===== src/common/amp_regs_pkg.sv =====
// constants for the stereo amplifier gain and mode register bank
// assumes a serial bus engine upstream that delivers whole 16-bit words
//
// Functional notes
// - the left gain register at 0x00 holds the load bit, mute and gain code.
// - a left write with its load bit set also loads the right gain code.
// - left mute set to 1 mutes the left channel, default unmuted.
// - gain code steps 0.5 dB from 1 dB, defaults to 18 dB, saturates at 24.
// - under level control the left gain code sets both channels.
// - under level control writes cannot change the left gain code.
// - the right gain register at 0x01 holds load bit, mute and gain code.
// - a right write with its load bit set also loads the left gain code.
// - right mute set to 1 mutes the right channel, default unmuted.
// - the right gain code uses the same encoding as the left.
// - under level control writes cannot change the right gain code.
// - the mode register at 0x02 holds edge rate, recovery and mix bits.
// - a write word is 16 bits, address in 15:9 and data in 8:0.
// - each mix bit sends its input to both outputs, both default off.
// - both autorecovery enables default on and are cleared by writing 0.
`default_nettype none

package amp_regs_pkg;
   localparam int        WORD_W        = 16;
   localparam int        ADDR_HI       = 15;
   localparam int        ADDR_LO       = 9;
   localparam int        ADDR_W        = 7;
   localparam int        DATA_W        = 9;
   localparam int        REG_W         = 8;
   localparam int        CODE_W        = 6;
   localparam int        NUM_CH        = 2;
   localparam logic [6:0] ADDR_LEFT    = 7'h00;
   localparam logic [6:0] ADDR_RIGHT   = 7'h01;
   localparam logic [6:0] ADDR_MODE    = 7'h02;
   localparam int        LOAD_BIT      = 7;
   localparam int        MUTE_BIT      = 6;
   localparam int        CODE_HI       = 5;
   localparam int        EDGE_HI       = 5;
   localparam int        EDGE_LO       = 4;
   localparam int        OC_REC_BIT    = 3;
   localparam int        OT_REC_BIT    = 2;
   localparam int        R_MIX_BIT     = 1;
   localparam int        L_MIX_BIT     = 0;
   localparam logic [7:0] GAIN_RESET   = 8'h22;
   localparam logic [7:0] MODE_RESET   = 8'h0C;
   localparam logic [7:0] MODE_WR_MASK = 8'h3F;
   localparam logic [5:0] GAIN_SAT     = 6'h2E;
endpackage : amp_regs_pkg

`default_nettype wire


===== src/hdl/amp_gain_mode_registers.sv =====
// gain and mode register bank of a stereo class-d amplifier
// assumes the serial engine hands over one whole write word per strobe and
// that the level control enable comes from the level control block
`default_nettype none

module amp_gain_mode_registers (
   input  wire logic        mclk_in,
   input  wire logic        nrst_in,
   input  wire logic        wr_valid_in,
   input  wire logic [15:0] wr_word_in,
   input  wire logic [6:0]  rd_addr_in,
   input  wire logic        level_control_enable_in,
   output var  logic [8:0]  rd_data_out,
   output var  logic        left_channel_mute_out,
   output var  logic        right_channel_mute_out,
   output var  logic [5:0]  left_gain_code_out,
   output var  logic [5:0]  right_gain_code_out,
   output var  logic [1:0]  edge_rate_out,
   output var  logic        overcurrent_autorecovery_enable_out,
   output var  logic        overtemp_autorecovery_enable_out,
   output var  logic        right_input_to_both_mix_out,
   output var  logic        left_input_to_both_mix_out
);
   // ---------------------------------------------------------------
   // write word decode
   // ---------------------------------------------------------------
   logic [6:0] wr_addr;
   logic [8:0] wr_data;
   logic [1:0] wr_own;
   logic [1:0] wr_cross;
   logic       alc;

   assign wr_addr = wr_word_in[amp_regs_pkg::ADDR_HI:amp_regs_pkg::ADDR_LO];
   assign wr_data = wr_word_in[amp_regs_pkg::DATA_W-1:0];
   assign alc     = level_control_enable_in;

   // ---------------------------------------------------------------
   // gain registers, index 0 left and 1 right
   // ---------------------------------------------------------------
   logic [1:0] load_both_reg;
   logic [1:0] mute_reg;
   logic [5:0] gain_code_reg [2];
   logic [5:0] eff_src       [2];
   logic [5:0] eff_code      [2];

   genvar ch;
   generate
      for (ch = 0; ch < amp_regs_pkg::NUM_CH; ch++) begin : g_ch
         localparam logic [6:0] OWN_ADDR =
            (ch == 0) ? amp_regs_pkg::ADDR_LEFT : amp_regs_pkg::ADDR_RIGHT;
         localparam logic [6:0] OTHER_ADDR =
            (ch == 0) ? amp_regs_pkg::ADDR_RIGHT : amp_regs_pkg::ADDR_LEFT;

         assign wr_own[ch]   = wr_valid_in
                               && (wr_addr == OWN_ADDR);
         assign wr_cross[ch] = wr_valid_in && (wr_addr == OTHER_ADDR)
                               && wr_data[amp_regs_pkg::LOAD_BIT];

         always_ff @(posedge mclk_in) begin
            if (!nrst_in) begin
               load_both_reg[ch] <=
                  amp_regs_pkg::GAIN_RESET[amp_regs_pkg::LOAD_BIT];
               mute_reg[ch] <=
                  amp_regs_pkg::GAIN_RESET[amp_regs_pkg::MUTE_BIT];
            end else if (wr_own[ch]) begin
               load_both_reg[ch] <= wr_data[amp_regs_pkg::LOAD_BIT];
               mute_reg[ch]      <=
                  wr_data[amp_regs_pkg::MUTE_BIT];
            end
         end

         // the lock also blocks the cross load, or it could be bypassed
         always_ff @(posedge mclk_in) begin
            if (!nrst_in) begin
               gain_code_reg[ch] <=
                  amp_regs_pkg::GAIN_RESET[5:0];
            end else if (!alc
                         && (wr_own[ch] || wr_cross[ch])) begin
               gain_code_reg[ch] <=
                  wr_data[amp_regs_pkg::CODE_HI:0];
            end
         end

         // under level control the left code drives both channels
         assign eff_src[ch] = alc ? gain_code_reg[0]
                                  : gain_code_reg[ch];

         gain_effective #(
            .CODE_W (amp_regs_pkg::CODE_W)
         ) u_eff (
            .mclk_in  (mclk_in),
            .nrst_in  (nrst_in),
            .code_in  (eff_src[ch]),
            .code_out (eff_code[ch])
         );
      end
   endgenerate

   assign left_gain_code_out  = eff_code[0];
   assign right_gain_code_out = eff_code[1];

   always_ff @(posedge mclk_in) begin
      if (!nrst_in) begin
         left_channel_mute_out  <= 1'b0;
         right_channel_mute_out <= 1'b0;
      end else begin
         left_channel_mute_out  <= mute_reg[0];
         right_channel_mute_out <= mute_reg[1];
      end
   end

   // ---------------------------------------------------------------
   // mode register
   // ---------------------------------------------------------------
   logic [7:0] mode_reg;

   always_ff @(posedge mclk_in) begin
      if (!nrst_in) begin
         mode_reg <= amp_regs_pkg::MODE_RESET;
      end else if (wr_valid_in && (wr_addr == amp_regs_pkg::ADDR_MODE)) begin
         // top two bits are fixed, so drop whatever the host sends there
         mode_reg <= wr_data[7:0] & amp_regs_pkg::MODE_WR_MASK;
      end
   end

   assign edge_rate_out =
      mode_reg[amp_regs_pkg::EDGE_HI:amp_regs_pkg::EDGE_LO];
   assign overcurrent_autorecovery_enable_out =
      mode_reg[amp_regs_pkg::OC_REC_BIT];
   assign overtemp_autorecovery_enable_out =
      mode_reg[amp_regs_pkg::OT_REC_BIT];
   assign right_input_to_both_mix_out =
      mode_reg[amp_regs_pkg::R_MIX_BIT];
   assign left_input_to_both_mix_out  =
      mode_reg[amp_regs_pkg::L_MIX_BIT];

   // ---------------------------------------------------------------
   // read back
   // ---------------------------------------------------------------
   // one cycle latency; unmapped addresses and bit 8 read as zero
   always_ff @(posedge mclk_in) begin
      if (!nrst_in) begin
         rd_data_out <= 9'h000;
      end else begin
         case (rd_addr_in)
            amp_regs_pkg::ADDR_LEFT:
               rd_data_out <= {1'b0, load_both_reg[0], mute_reg[0],
                               gain_code_reg[0]};
            amp_regs_pkg::ADDR_RIGHT:
               rd_data_out <= {1'b0, load_both_reg[1], mute_reg[1],
                               gain_code_reg[1]};
            amp_regs_pkg::ADDR_MODE:
               rd_data_out <= {1'b0, mode_reg};
            default:
               rd_data_out <= 9'h000;
         endcase
      end
   end

   // ---------------------------------------------------------------
   // assertions
   // ---------------------------------------------------------------
   logic w_left;
   logic w_right;
   logic w_mode;
   assign w_left  = wr_valid_in && (wr_addr == amp_regs_pkg::ADDR_LEFT);
   assign w_right = wr_valid_in && (wr_addr == amp_regs_pkg::ADDR_RIGHT);
   assign w_mode  = wr_valid_in && (wr_addr == amp_regs_pkg::ADDR_MODE);

   property p_left_write;
      @(posedge mclk_in) disable iff (!nrst_in)
      (w_left && !alc) |=> (gain_code_reg[0] == $past(wr_data[5:0]));
   endproperty
   a_left_write: assert property (p_left_write)
      else $error("left gain code not loaded by write");

   property p_right_write;
      @(posedge mclk_in) disable iff (!nrst_in)
      (w_right && !alc) |=> (gain_code_reg[1] == $past(wr_data[5:0]));
   endproperty
   a_right_write: assert property (p_right_write)
      else $error("right gain code not loaded by write");

   property p_left_cross;
      @(posedge mclk_in) disable iff (!nrst_in)
      (w_left && !alc && wr_data[7]) |=>
         (gain_code_reg[1] == $past(wr_data[5:0]));
   endproperty
   a_left_cross: assert property (p_left_cross)
      else $error("left write with load bit did not load right code");

   property p_no_cross;
      @(posedge mclk_in) disable iff (!nrst_in)
      (w_left && !wr_data[7]) |=> $stable(gain_code_reg[1]);
   endproperty
   a_no_cross: assert property (p_no_cross)
      else $error("left write without load bit changed right code");

   property p_left_mute;
      @(posedge mclk_in) disable iff (!nrst_in)
      w_left ##1 !w_left |=> (left_channel_mute_out == $past(wr_data[6], 2));
   endproperty
   a_left_mute: assert property (p_left_mute)
      else $error("left mute output does not follow written bit");

   property p_saturate;
      @(posedge mclk_in) disable iff (!nrst_in)
      (!alc && gain_code_reg[0] > amp_regs_pkg::GAIN_SAT) |=>
         (left_gain_code_out == amp_regs_pkg::GAIN_SAT);
   endproperty
   a_saturate: assert property (p_saturate)
      else $error("left gain code not clamped at top step");

   property p_alc_both;
      @(posedge mclk_in) disable iff (!nrst_in)
      alc |=> (right_gain_code_out == left_gain_code_out);
   endproperty
   a_alc_both: assert property (p_alc_both)
      else $error("right gain does not follow left under level control");

   property p_lock_left;
      @(posedge mclk_in) disable iff (!nrst_in)
      alc |=> $stable(gain_code_reg[0]);
   endproperty
   a_lock_left: assert property (p_lock_left)
      else $error("left gain code changed while locked");

   property p_lock_right;
      @(posedge mclk_in) disable iff (!nrst_in)
      alc |=> $stable(gain_code_reg[1]);
   endproperty
   a_lock_right: assert property (p_lock_right)
      else $error("right gain code changed while locked");

   property p_right_cross;
      @(posedge mclk_in) disable iff (!nrst_in)
      (w_right && !alc && wr_data[7]) |=>
         (gain_code_reg[0] == $past(wr_data[5:0]));
   endproperty
   a_right_cross: assert property (p_right_cross)
      else $error("right write with load bit did not load left code");

   property p_right_mute;
      @(posedge mclk_in) disable iff (!nrst_in)
      w_right ##1 !w_right |=>
         (right_channel_mute_out == $past(wr_data[6], 2));
   endproperty
   a_right_mute: assert property (p_right_mute)
      else $error("right mute output does not follow written bit");

   property p_mode_write;
      @(posedge mclk_in) disable iff (!nrst_in)
      w_mode |=> (mode_reg == ($past(wr_data[7:0]) & 8'h3F));
   endproperty
   a_mode_write: assert property (p_mode_write)
      else $error("mode register not loaded by write");

   property p_mode_top_zero;
      @(posedge mclk_in) disable iff (!nrst_in)
      (rd_addr_in == amp_regs_pkg::ADDR_MODE) |=> (rd_data_out[8:6] == 3'h0);
   endproperty
   a_mode_top_zero: assert property (p_mode_top_zero)
      else $error("mode register fixed bits read nonzero");

   property p_reset_defaults;
      @(posedge mclk_in)
      !nrst_in |=> (overcurrent_autorecovery_enable_out
                    && overtemp_autorecovery_enable_out
                    && !left_input_to_both_mix_out
                    && !right_input_to_both_mix_out);
   endproperty
   a_reset_defaults: assert property (p_reset_defaults)
      else $error("mode defaults wrong after reset");

   c_cross_load: cover property (@(posedge mclk_in) disable iff (!nrst_in)
      w_left && !alc && wr_data[7]);
   c_locked_write: cover property (@(posedge mclk_in) disable iff (!nrst_in)
      w_right && alc);
   c_saturated: cover property (@(posedge mclk_in) disable iff (!nrst_in)
      right_gain_code_out == amp_regs_pkg::GAIN_SAT);
   c_mix_both: cover property (@(posedge mclk_in) disable iff (!nrst_in)
      left_input_to_both_mix_out && right_input_to_both_mix_out);
endmodule : amp_gain_mode_registers

`default_nettype wire


===== src/hdl/gain_effective.sv =====
// one channel's applied gain code, clamped to the top of the gain range
// assumes the source code is already chosen by the register bank
`default_nettype none

module gain_effective #(
   parameter int CODE_W = 6
) (
   input  wire logic              mclk_in,
   input  wire logic              nrst_in,
   input  wire logic [CODE_W-1:0] code_in,
   output var  logic [CODE_W-1:0] code_out
);
   // ---------------------------------------------------------------
   // width check
   // ---------------------------------------------------------------
   generate
      if (CODE_W != amp_regs_pkg::CODE_W) begin : g_bad_width
         $error("gain_effective: code width must be six bits");
      end
   endgenerate

   // ---------------------------------------------------------------
   // clamp
   // ---------------------------------------------------------------
   // codes above the top step all give the same gain, so clamp them
   always_ff @(posedge mclk_in) begin
      if (!nrst_in) begin
         code_out <= amp_regs_pkg::GAIN_RESET[CODE_W-1:0];
      end else if (code_in > amp_regs_pkg::GAIN_SAT) begin
         code_out <= amp_regs_pkg::GAIN_SAT;
      end else begin
         code_out <= code_in;
      end
   end
endmodule : gain_effective

`default_nettype wire


===== config.mk =====
export PLATFORM = sky130hd
export DESIGN_NAME = amp_gain_mode_registers
export DESIGN_NICKNAME = d
export VERILOG_FILES = /design/src/common/amp_regs_pkg.sv /design/src/hdl/amp_gain_mode_registers.sv /design/src/hdl/gain_effective.sv
export SDC_FILE = /design/constraint.sdc
export NUM_CORES = 1
export LEC_CHECK = 0
export BUFFER_PORTS_ARGS = -buffer_cell sky130_fd_sc_hd__buf_2
export CAP_MARGIN = 20
export CELL_PAD_IN_SITES_DETAIL_PLACEMENT = 2
export CELL_PAD_IN_SITES_GLOBAL_PLACEMENT = 2
export CORE_MARGIN = 4
export CORE_UTILIZATION = 28
export CTS_CLUSTER_DIAMETER = 100
export DETAILED_ROUTE_END_ITERATION = 7
export PLACE_DENSITY = 0.78
export SLEW_MARGIN = 20
export SYNTH_ARGS = -nofsm -noshare
export SYNTH_HDL_FRONTEND = slang
export SYNTH_SLANG_ARGS = --single-unit

===== constraint.sdc =====
create_clock -name mclk_in -period 2.2 [get_ports mclk_in]
set_clock_uncertainty 0.05 [all_clocks]
set_input_delay 0.22 -clock mclk_in [delete_from_list [all_inputs] [get_ports mclk_in]]
set_output_delay 0.22 -clock mclk_in [all_outputs]
set_load 0.01 [all_outputs]

==> results_dict.tcl, run 1 <==
set metrics [dict create \
    post-cts-setup-buffers 0 \
    grtUsageMet1_pct 15.77 \
    fin_cells 306 \
    reg2regPathDepth 3 \
    power_frac_clock_pct 32.3 \
    multi_input_area_um2 798.3 \
    grt_pass1_vias 1643 \
    crit_chain "buf_2, or4_4, or4b_4, o31ai_2, buf_4" \
    required_ps 2160 \
    syn_area_um2 1846 \
    relSlewSlack_pct 56.32 \
    r2r-start "gain_code_reg[0][3]" \
    cap_violations 0 \
    fillerInstances 726 \
    rsz0062_at_grt "no" \
    intPower_mw 1.147 \
    ys_seq_area_share_pct 54.24 \
    swShare_pct 24.71 \
    grt_usage_pct 13.63 \
    maxSlewViolCount 0 \
    hold_depth 3 \
    initial_core_util_pct 28.90 \
    nets 255 \
    cts-htree-levels 2 \
    crit_arrival_ps 1790 \
    die_h_um 89.19 \
    path_depth 5 \
    status "complete, no violations" \
    critPathMaxFanout 6 \
    pin_count 56 \
    r2r_end "g_ch[1].u_eff.code_out[3]" \
    wire_per_inst_um 16.77 \
    dp.cells 298 \
    cp_top_family "simple AND/OR/NAND/NOR gates" \
    place_ws_ps 56.49 \
    fp.dieArea_um2 7954 \
    vias_per_cell 4.869 \
    switchingPower_mw 0.3766 \
    synthDistinctLibCells 35 \
    holdCritStartpoint "wr_word_in[5]" \
    clkLatencyLatePin_ps 300 \
    num_vias 1490 \
    r2r_slack_ps 710 \
    drc 0 \
    grt_max_degree 14 \
    syn_to_final_growth_pct 25.29 \
    period_share_pct 83.08 \
    crit_buf_inv 2 \
    ir_worst_vdd_v 0.0002976 \
    yosysWarnings 0 \
    hold_viol_final 0 \
    finalPower_mw 1.524 \
    synth_nets 196 \
    antenna_found_initial 0 \
    tns_ps 0 \
    ys_ff_latch 44 \
    crit_type "in2reg" \
    place_congestion 0.7644 \
    slowest_stage "or4_4" \
    cts.clk_slew.worst_paths_ps 90 \
    route.antenna.remaining_nets 0 \
    dr.pass1.iters 4 \
    cts.path.max_buffers 2 \
    fin_crit_ps 1828 \
    end_kind "flip-flop" \
    drive_gt1_share_pct 34.06 \
    busiest_layer "met2" \
    cts_resized 0 \
    seqPwrFrac_pct 57.4 \
    routed_wl_mm 5.133 \
    ff_latch_area_um2 1001 \
    grt_pass1_wl_mm 8.369 \
    synthCells 169 \
    crit_path_max_incr_delay_ps 530 \
    cts.sinks 44 \
    worstMarginPinSlew_ps 646.1 \
    first_iter_violations 14 \
    cts_tree "done" \
    powerDensity_nw_per_um2 659.1 \
    fp.dieW_um 89.19 \
    portBuffers 53 \
    max_freq_mhz 547.2 \
    cts-root-buf "clkbuf_8" \
    cellLeakagePower_nw 0.9457 \
    hold_class "in2reg" \
    worstSetupStartpointType "primary input" \
    use_met3_pct 2.304 \
    met2_usage_pct 25.65 \
    holdBufCountCts 0 \
    dp_hpwl_mm 4.111 \
    setup_viol_count_final 0 \
    coreArea_um2 6386 \
    whs_endpoint "mode_reg[5]" \
    syn_avg_cell_area_um2 10.92 \
    grt_overflow_total 0 \
    row_count 29 \
    combPwrFrac_pct 10.3 \
    antenna_cells 0 \
    setup_ws_ps 372.3 \
    cts_made_buffers 5 \
    utilization_pct 36.21 \
]
==> synth_stat cells <==
cell type	n	area share (%)
edfxtp_1	12	20
a21oi_1	5	1.4
buf_4	1	0.41
nor2b_1	3	1.0
a2bb2oi_1	6	2.8
o31ai_2	2	1.4
buf_1	2	0.41
conb_1	1	0.20
nand3_1	5	1.4
nor4_1	1	0.34
or3_1	3	1.0
nand4_1	2	0.68
nand2_1	12	2.4
or4b_2	1	0.54
nand2b_1	5	1.7
dfxtp_1	32	35
nor2_1	14	2.8
or4_4	1	0.61
clkbuf_1	5	1.0
o21ai_0	4	1.1
nor4_2	2	1.4
inv_1	2	0.41
or4b_1	1	0.54
or4b_4	1	0.75
or4bb_1	1	0.61
nor3_1	3	0.81
mux2i_1	17	9.2
nor4b_1	2	0.95
or4_1	2	0.81
mux2_2	3	1.8
buf_2	1	0.27
nor4_4	1	1.2
a221oi_1	1	0.47
and2_1	11	3.7
o21a_1	4	1.6
==> metal layers <==
metal,routed length [um],vias up,part of all wire (%)
met1,2090,724,41
met5,0,-,0
met4,54,0,1.1
met2,2735,43,53
li1,-,719,-
met3,252,4,4.9
==> power groups by stage <==
stage / Combinational, mW / Clock (mW) / Sequential [mW]
2_1_floorplan: 0.0793 / 0 / 0.895
3_3_place_gp: 0.151 / 0 / 0.892
3_5_place_dp: 0.159 / 0 / 0.894
4_1_cts: 0.160 / 0.511 / 0.875
5_1_grt: 0.173 / 0.542 / 0.879
6_report: 0.156 / 0.492 / 0.875
==> placed cells by master (no fill, tap or decap), types with 4 or more instances in the layout <==
cell type	n
nand3_1	5
buf_4	8
edfxtp_1	12
nand2_1	12
clkbuf_8	5
o21ai_0	4
a2bb2oi_1	6
and2_1	11
buf_2	53
a21oi_1	5
mux2i_1	17
dfxtp_1	32
nand2b_1	5
o21a_1	4
nor2_1	14
==> metrics by stage <==
stage                     instance area [um2]  hold WS (ps)
after global placement                   2228         413.7
after CTS                                2312         126.0
final                                    2312         131.1
after floorplan                          1846         312.1
after detailed placement                 2228         430.6
after global routing                     2312         140.1
==> logic make-up after synthesis <==
group	Yosys count	share of synthesized area, %
mux	20	11.05
buf+inv	11	2.509
other cells	1	0.2032
simple gates	71	23.25
compound gates	22	8.746
flops	44	54.24
==> cell type report <==
cell class | count | share of cell area (%)
clock buffer | 6 | 3.139
tap | 77 | 4.167
sequential | 44 | 43.29
multi-input combinational | 114 | 34.52
clock inverter | 2 | 0.4870
inverter | 2 | 0.3247
timing repair buffer | 61 | 14.07
==> worst max-delay path by stage <==
stage	startpoint	endpoint
finish	wr_word_in[11]	gain_code_reg[0][3]
CTS	wr_word_in[11]	gain_code_reg[0][2]
floorplan	wr_word_in[11]	gain_code_reg[0][0]
global route	wr_word_in[11]	gain_code_reg[0][1]
global placement	wr_word_in[11]	gain_code_reg[0][4]
detailed placement	wr_word_in[11]	gain_code_reg[0][0]
==> worst min-delay path: cells and delay by family <==
kind	cells	cell delay, ps
multiplexers	1	50
AND/OR/NAND/NOR	1	50
buffers and inverters	1	110
Note: power is estimated with default switching activity, not from simulation.
==> run 2, diff against run 1 <==
ABC_AREA = 1   (was unset)
CORE_UTILIZATION = 26   (was 28)
PLACE_DENSITY = 0.79   (was 0.78)
clock period = 1.6 ns   (was 2.2 ns; I/O delays follow)
==> results_dict.tcl, run 2 <==
set metrics [dict create \
    antenna_cells 0 \
    holdCritStartpoint "wr_word_in[6]" \
    powerDensity_nw_per_um2 901.3 \
    rsz0062_at_grt "no" \
    finalPower_mw 2.178 \
    cellLeakagePower_nw 1.234 \
    tns_ps 0 \
    ys_seq_area_share_pct 51.95 \
    ys_top_cells_by_area "dfxtp_1 (33%), edfxtp_1 (19%), nand2_1 (9.5%)" \
    multi_input_area_um2 713.2 \
    row_count 31 \
    coreArea_um2 7214 \
    fp.dieW_um 94.09 \
    r2r-start "gain_code_reg[0][2]" \
    cts_resized 0 \
    r2r_slack_ps 380 \
    dp_hpwl_mm 4.390 \
    cts.path.max_buffers 2 \
    r2r_end "g_ch[1].u_eff.code_out[2]" \
    pin_count 56 \
    ff_latch_area_um2 1001 \
    syn_to_final_growth_pct 25.39 \
    most-common-layout-cells "buf_2 (53), nand2_1 (49), inv_1 (39)" \
    status "complete, no violations" \
    yosysWarnings 0 \
    first_iter_violations 107 \
    path_common_cell "nand2_1" \
    cts_made_buffers 5 \
    max_freq_mhz 808.4 \
    ir_worst_vdd_v 0.0002848 \
    route.antenna.remaining_nets 0 \
    cts_tree "done" \
    synth_top_area_share_pct 33.25 \
    hold_depth 3 \
    num_vias 1757 \
    final_common_cell "buf_2" \
    reg2regPathDepth 8 \
    die_h_um 94.09 \
    fp.dieArea_um2 8852 \
    cp_top_family "simple AND/OR/NAND/NOR gates" \
    syn_area_um2 1927 \
    end_kind "flip-flop" \
    ys.flop_type "dfxtp_1" \
    synth_nets 267 \
    maxSlewViolCount 0 \
    portBuffers 53 \
    wire_per_inst_um 13.84 \
    antenna_found_initial 0 \
    hold_class "in2reg" \
    crit_arrival_ps 1160 \
    worstSetupStartpointType "primary input" \
    met2_length_mm 2.734 \
    fin_cells 399 \
    synth.largest_area_cell "dfxtp_1" \
    grt_max_degree 25 \
    drc 0 \
    dr.max_layer_used "met4" \
    synth_most_common_cell "nand2_1" \
    netlist_top_cells_count "nand2_1 (49), inv_1 (39), nand3_1 (34), dfxtp_1 (32), nor2_1 (23)" \
    critPathMaxFanout 6 \
    synth_edf_count 12 \
    cts-htree-levels 2 \
    post-cts-setup-buffers 0 \
    dr.pass1.iters 4 \
    whs_endpoint "mute_reg[0]" \
    crit_type "in2reg" \
    synthCells 240 \
    setup_viol_count_final 0 \
    initial_core_util_pct 26.71 \
    fillerInstances 912 \
    slowest_stage "nand2_1" \
    period_share_pct 77.31 \
    drive_gt1_share_pct 27.67 \
    wl_met1_mm 2.512 \
    cts.clk_slew.worst_paths_ps 80 \
    clkLatencyLatePin_ps 290 \
    grt_pass1_wl_mm 9.356 \
    nets 326 \
    met3_length_um 182 \
    grt_pass1_vias 1933 \
    syn_avg_cell_area_um2 8.029 \
    synthDistinctLibCells 26 \
    grt_overflow_total 0 \
    holdBufCountCts 0 \
    fin_crit_ps 1237 \
    cts.sinks 44 \
    place_congestion 0.7867 \
    crit_path_max_incr_delay_ps 230 \
    routed_wl_mm 5.524 \
    grt_usage_pct 13.56 \
    required_ps 1520 \
    cts-root-buf "clkbuf_8" \
    ys_ff_latch 44 \
    cap_violations 0 \
    dp.cells 391 \
    hold_viol_final 0 \
    vias_per_cell 4.404 \
    synthArstFlopShare_pct 0 \
    crit_chain "buf_2, nor2_1, nand2_1, nor2_2, nand2_1, nand2_1, nand2_1, nand2_1" \
    crit_buf_inv 1 \
]
==> run 2: stage by stage <==
step           instance area, um2  hold slack (ps)  util [%]  setup slack (ps)
2_1_floorplan                1927            274.4         -             317.2
3_3_place_gp                 2316            382.5     32.10             115.6
3_5_place_dp                 2316            399.5     32.10             46.87
4_1_cts                      2416            90.54     33.49             342.9
5_1_grt                      2416            101.2     33.49             219.4
6_report                     2416            94.96     33.49             363.1
==> run 2: cell type report <==
cell class | instances | share of cell area (%)
Multi-Input combinational cell | 146 | 29.52
Sequential cell | 44 | 41.43
Tap cell | 99 | 5.127
Timing Repair Buffer | 60 | 13.15
Inverter | 42 | 6.629
Clock buffer | 8 | 4.143
==> run 2: cells by family after synthesis <==
logic type / after synthesis / synth area share [%]
buf+inv: 50 / 11.04
simple gates: 127 / 31.88
flops: 44 / 51.95
other cells: 1 / 0.1946
compound gates: 18 / 4.934
==> run 2: metal layers <==
metal	GRT usage (%)	vias to the layer above
met2	22.95	37
met5	0	-
met1	17.35	838
li1	-	876
met4	3.851	0
met3	2.804	6
==> run 2: worst reg2reg max path: stages, from the launching register on <==
cell,delay (ps)
edfxtp_1,410
inv_1,80
nand2_1,80
nand2_2,70
nor2_1,110
nand2_1,60
nand2_1,60
nand2_2,70
a21oi_1,150
==> run 2: report_power, final <==
| part | internal, mW | switching (mW) | total, mW |
|---|---|---|---|
| Sequential | 1.18 | 0.0194 | 1.20 |
| Clock | 0.395 | 0.371 | 0.766 |
| Combinational | 0.0758 | 0.138 | 0.213 |
| Total | 1.65 | 0.528 | 2.18 |
==> run 2: worst max path at each step <==
stage,startpoint,to,slack (ps),depth (start not counted)
floorplan,wr_word_in[14],gain_code_reg[1][0],320,7
global placement,wr_word_in[10],gain_code_reg[1][2],120,8
detailed placement,wr_word_in[14],gain_code_reg[0][1],50,8
CTS,wr_word_in[14],gain_code_reg[0][0],340,8
global route,gain_code_reg[0][1],g_ch[1].u_eff.code_out[0],220,9
finish,wr_word_in[14],gain_code_reg[0][3],360,8
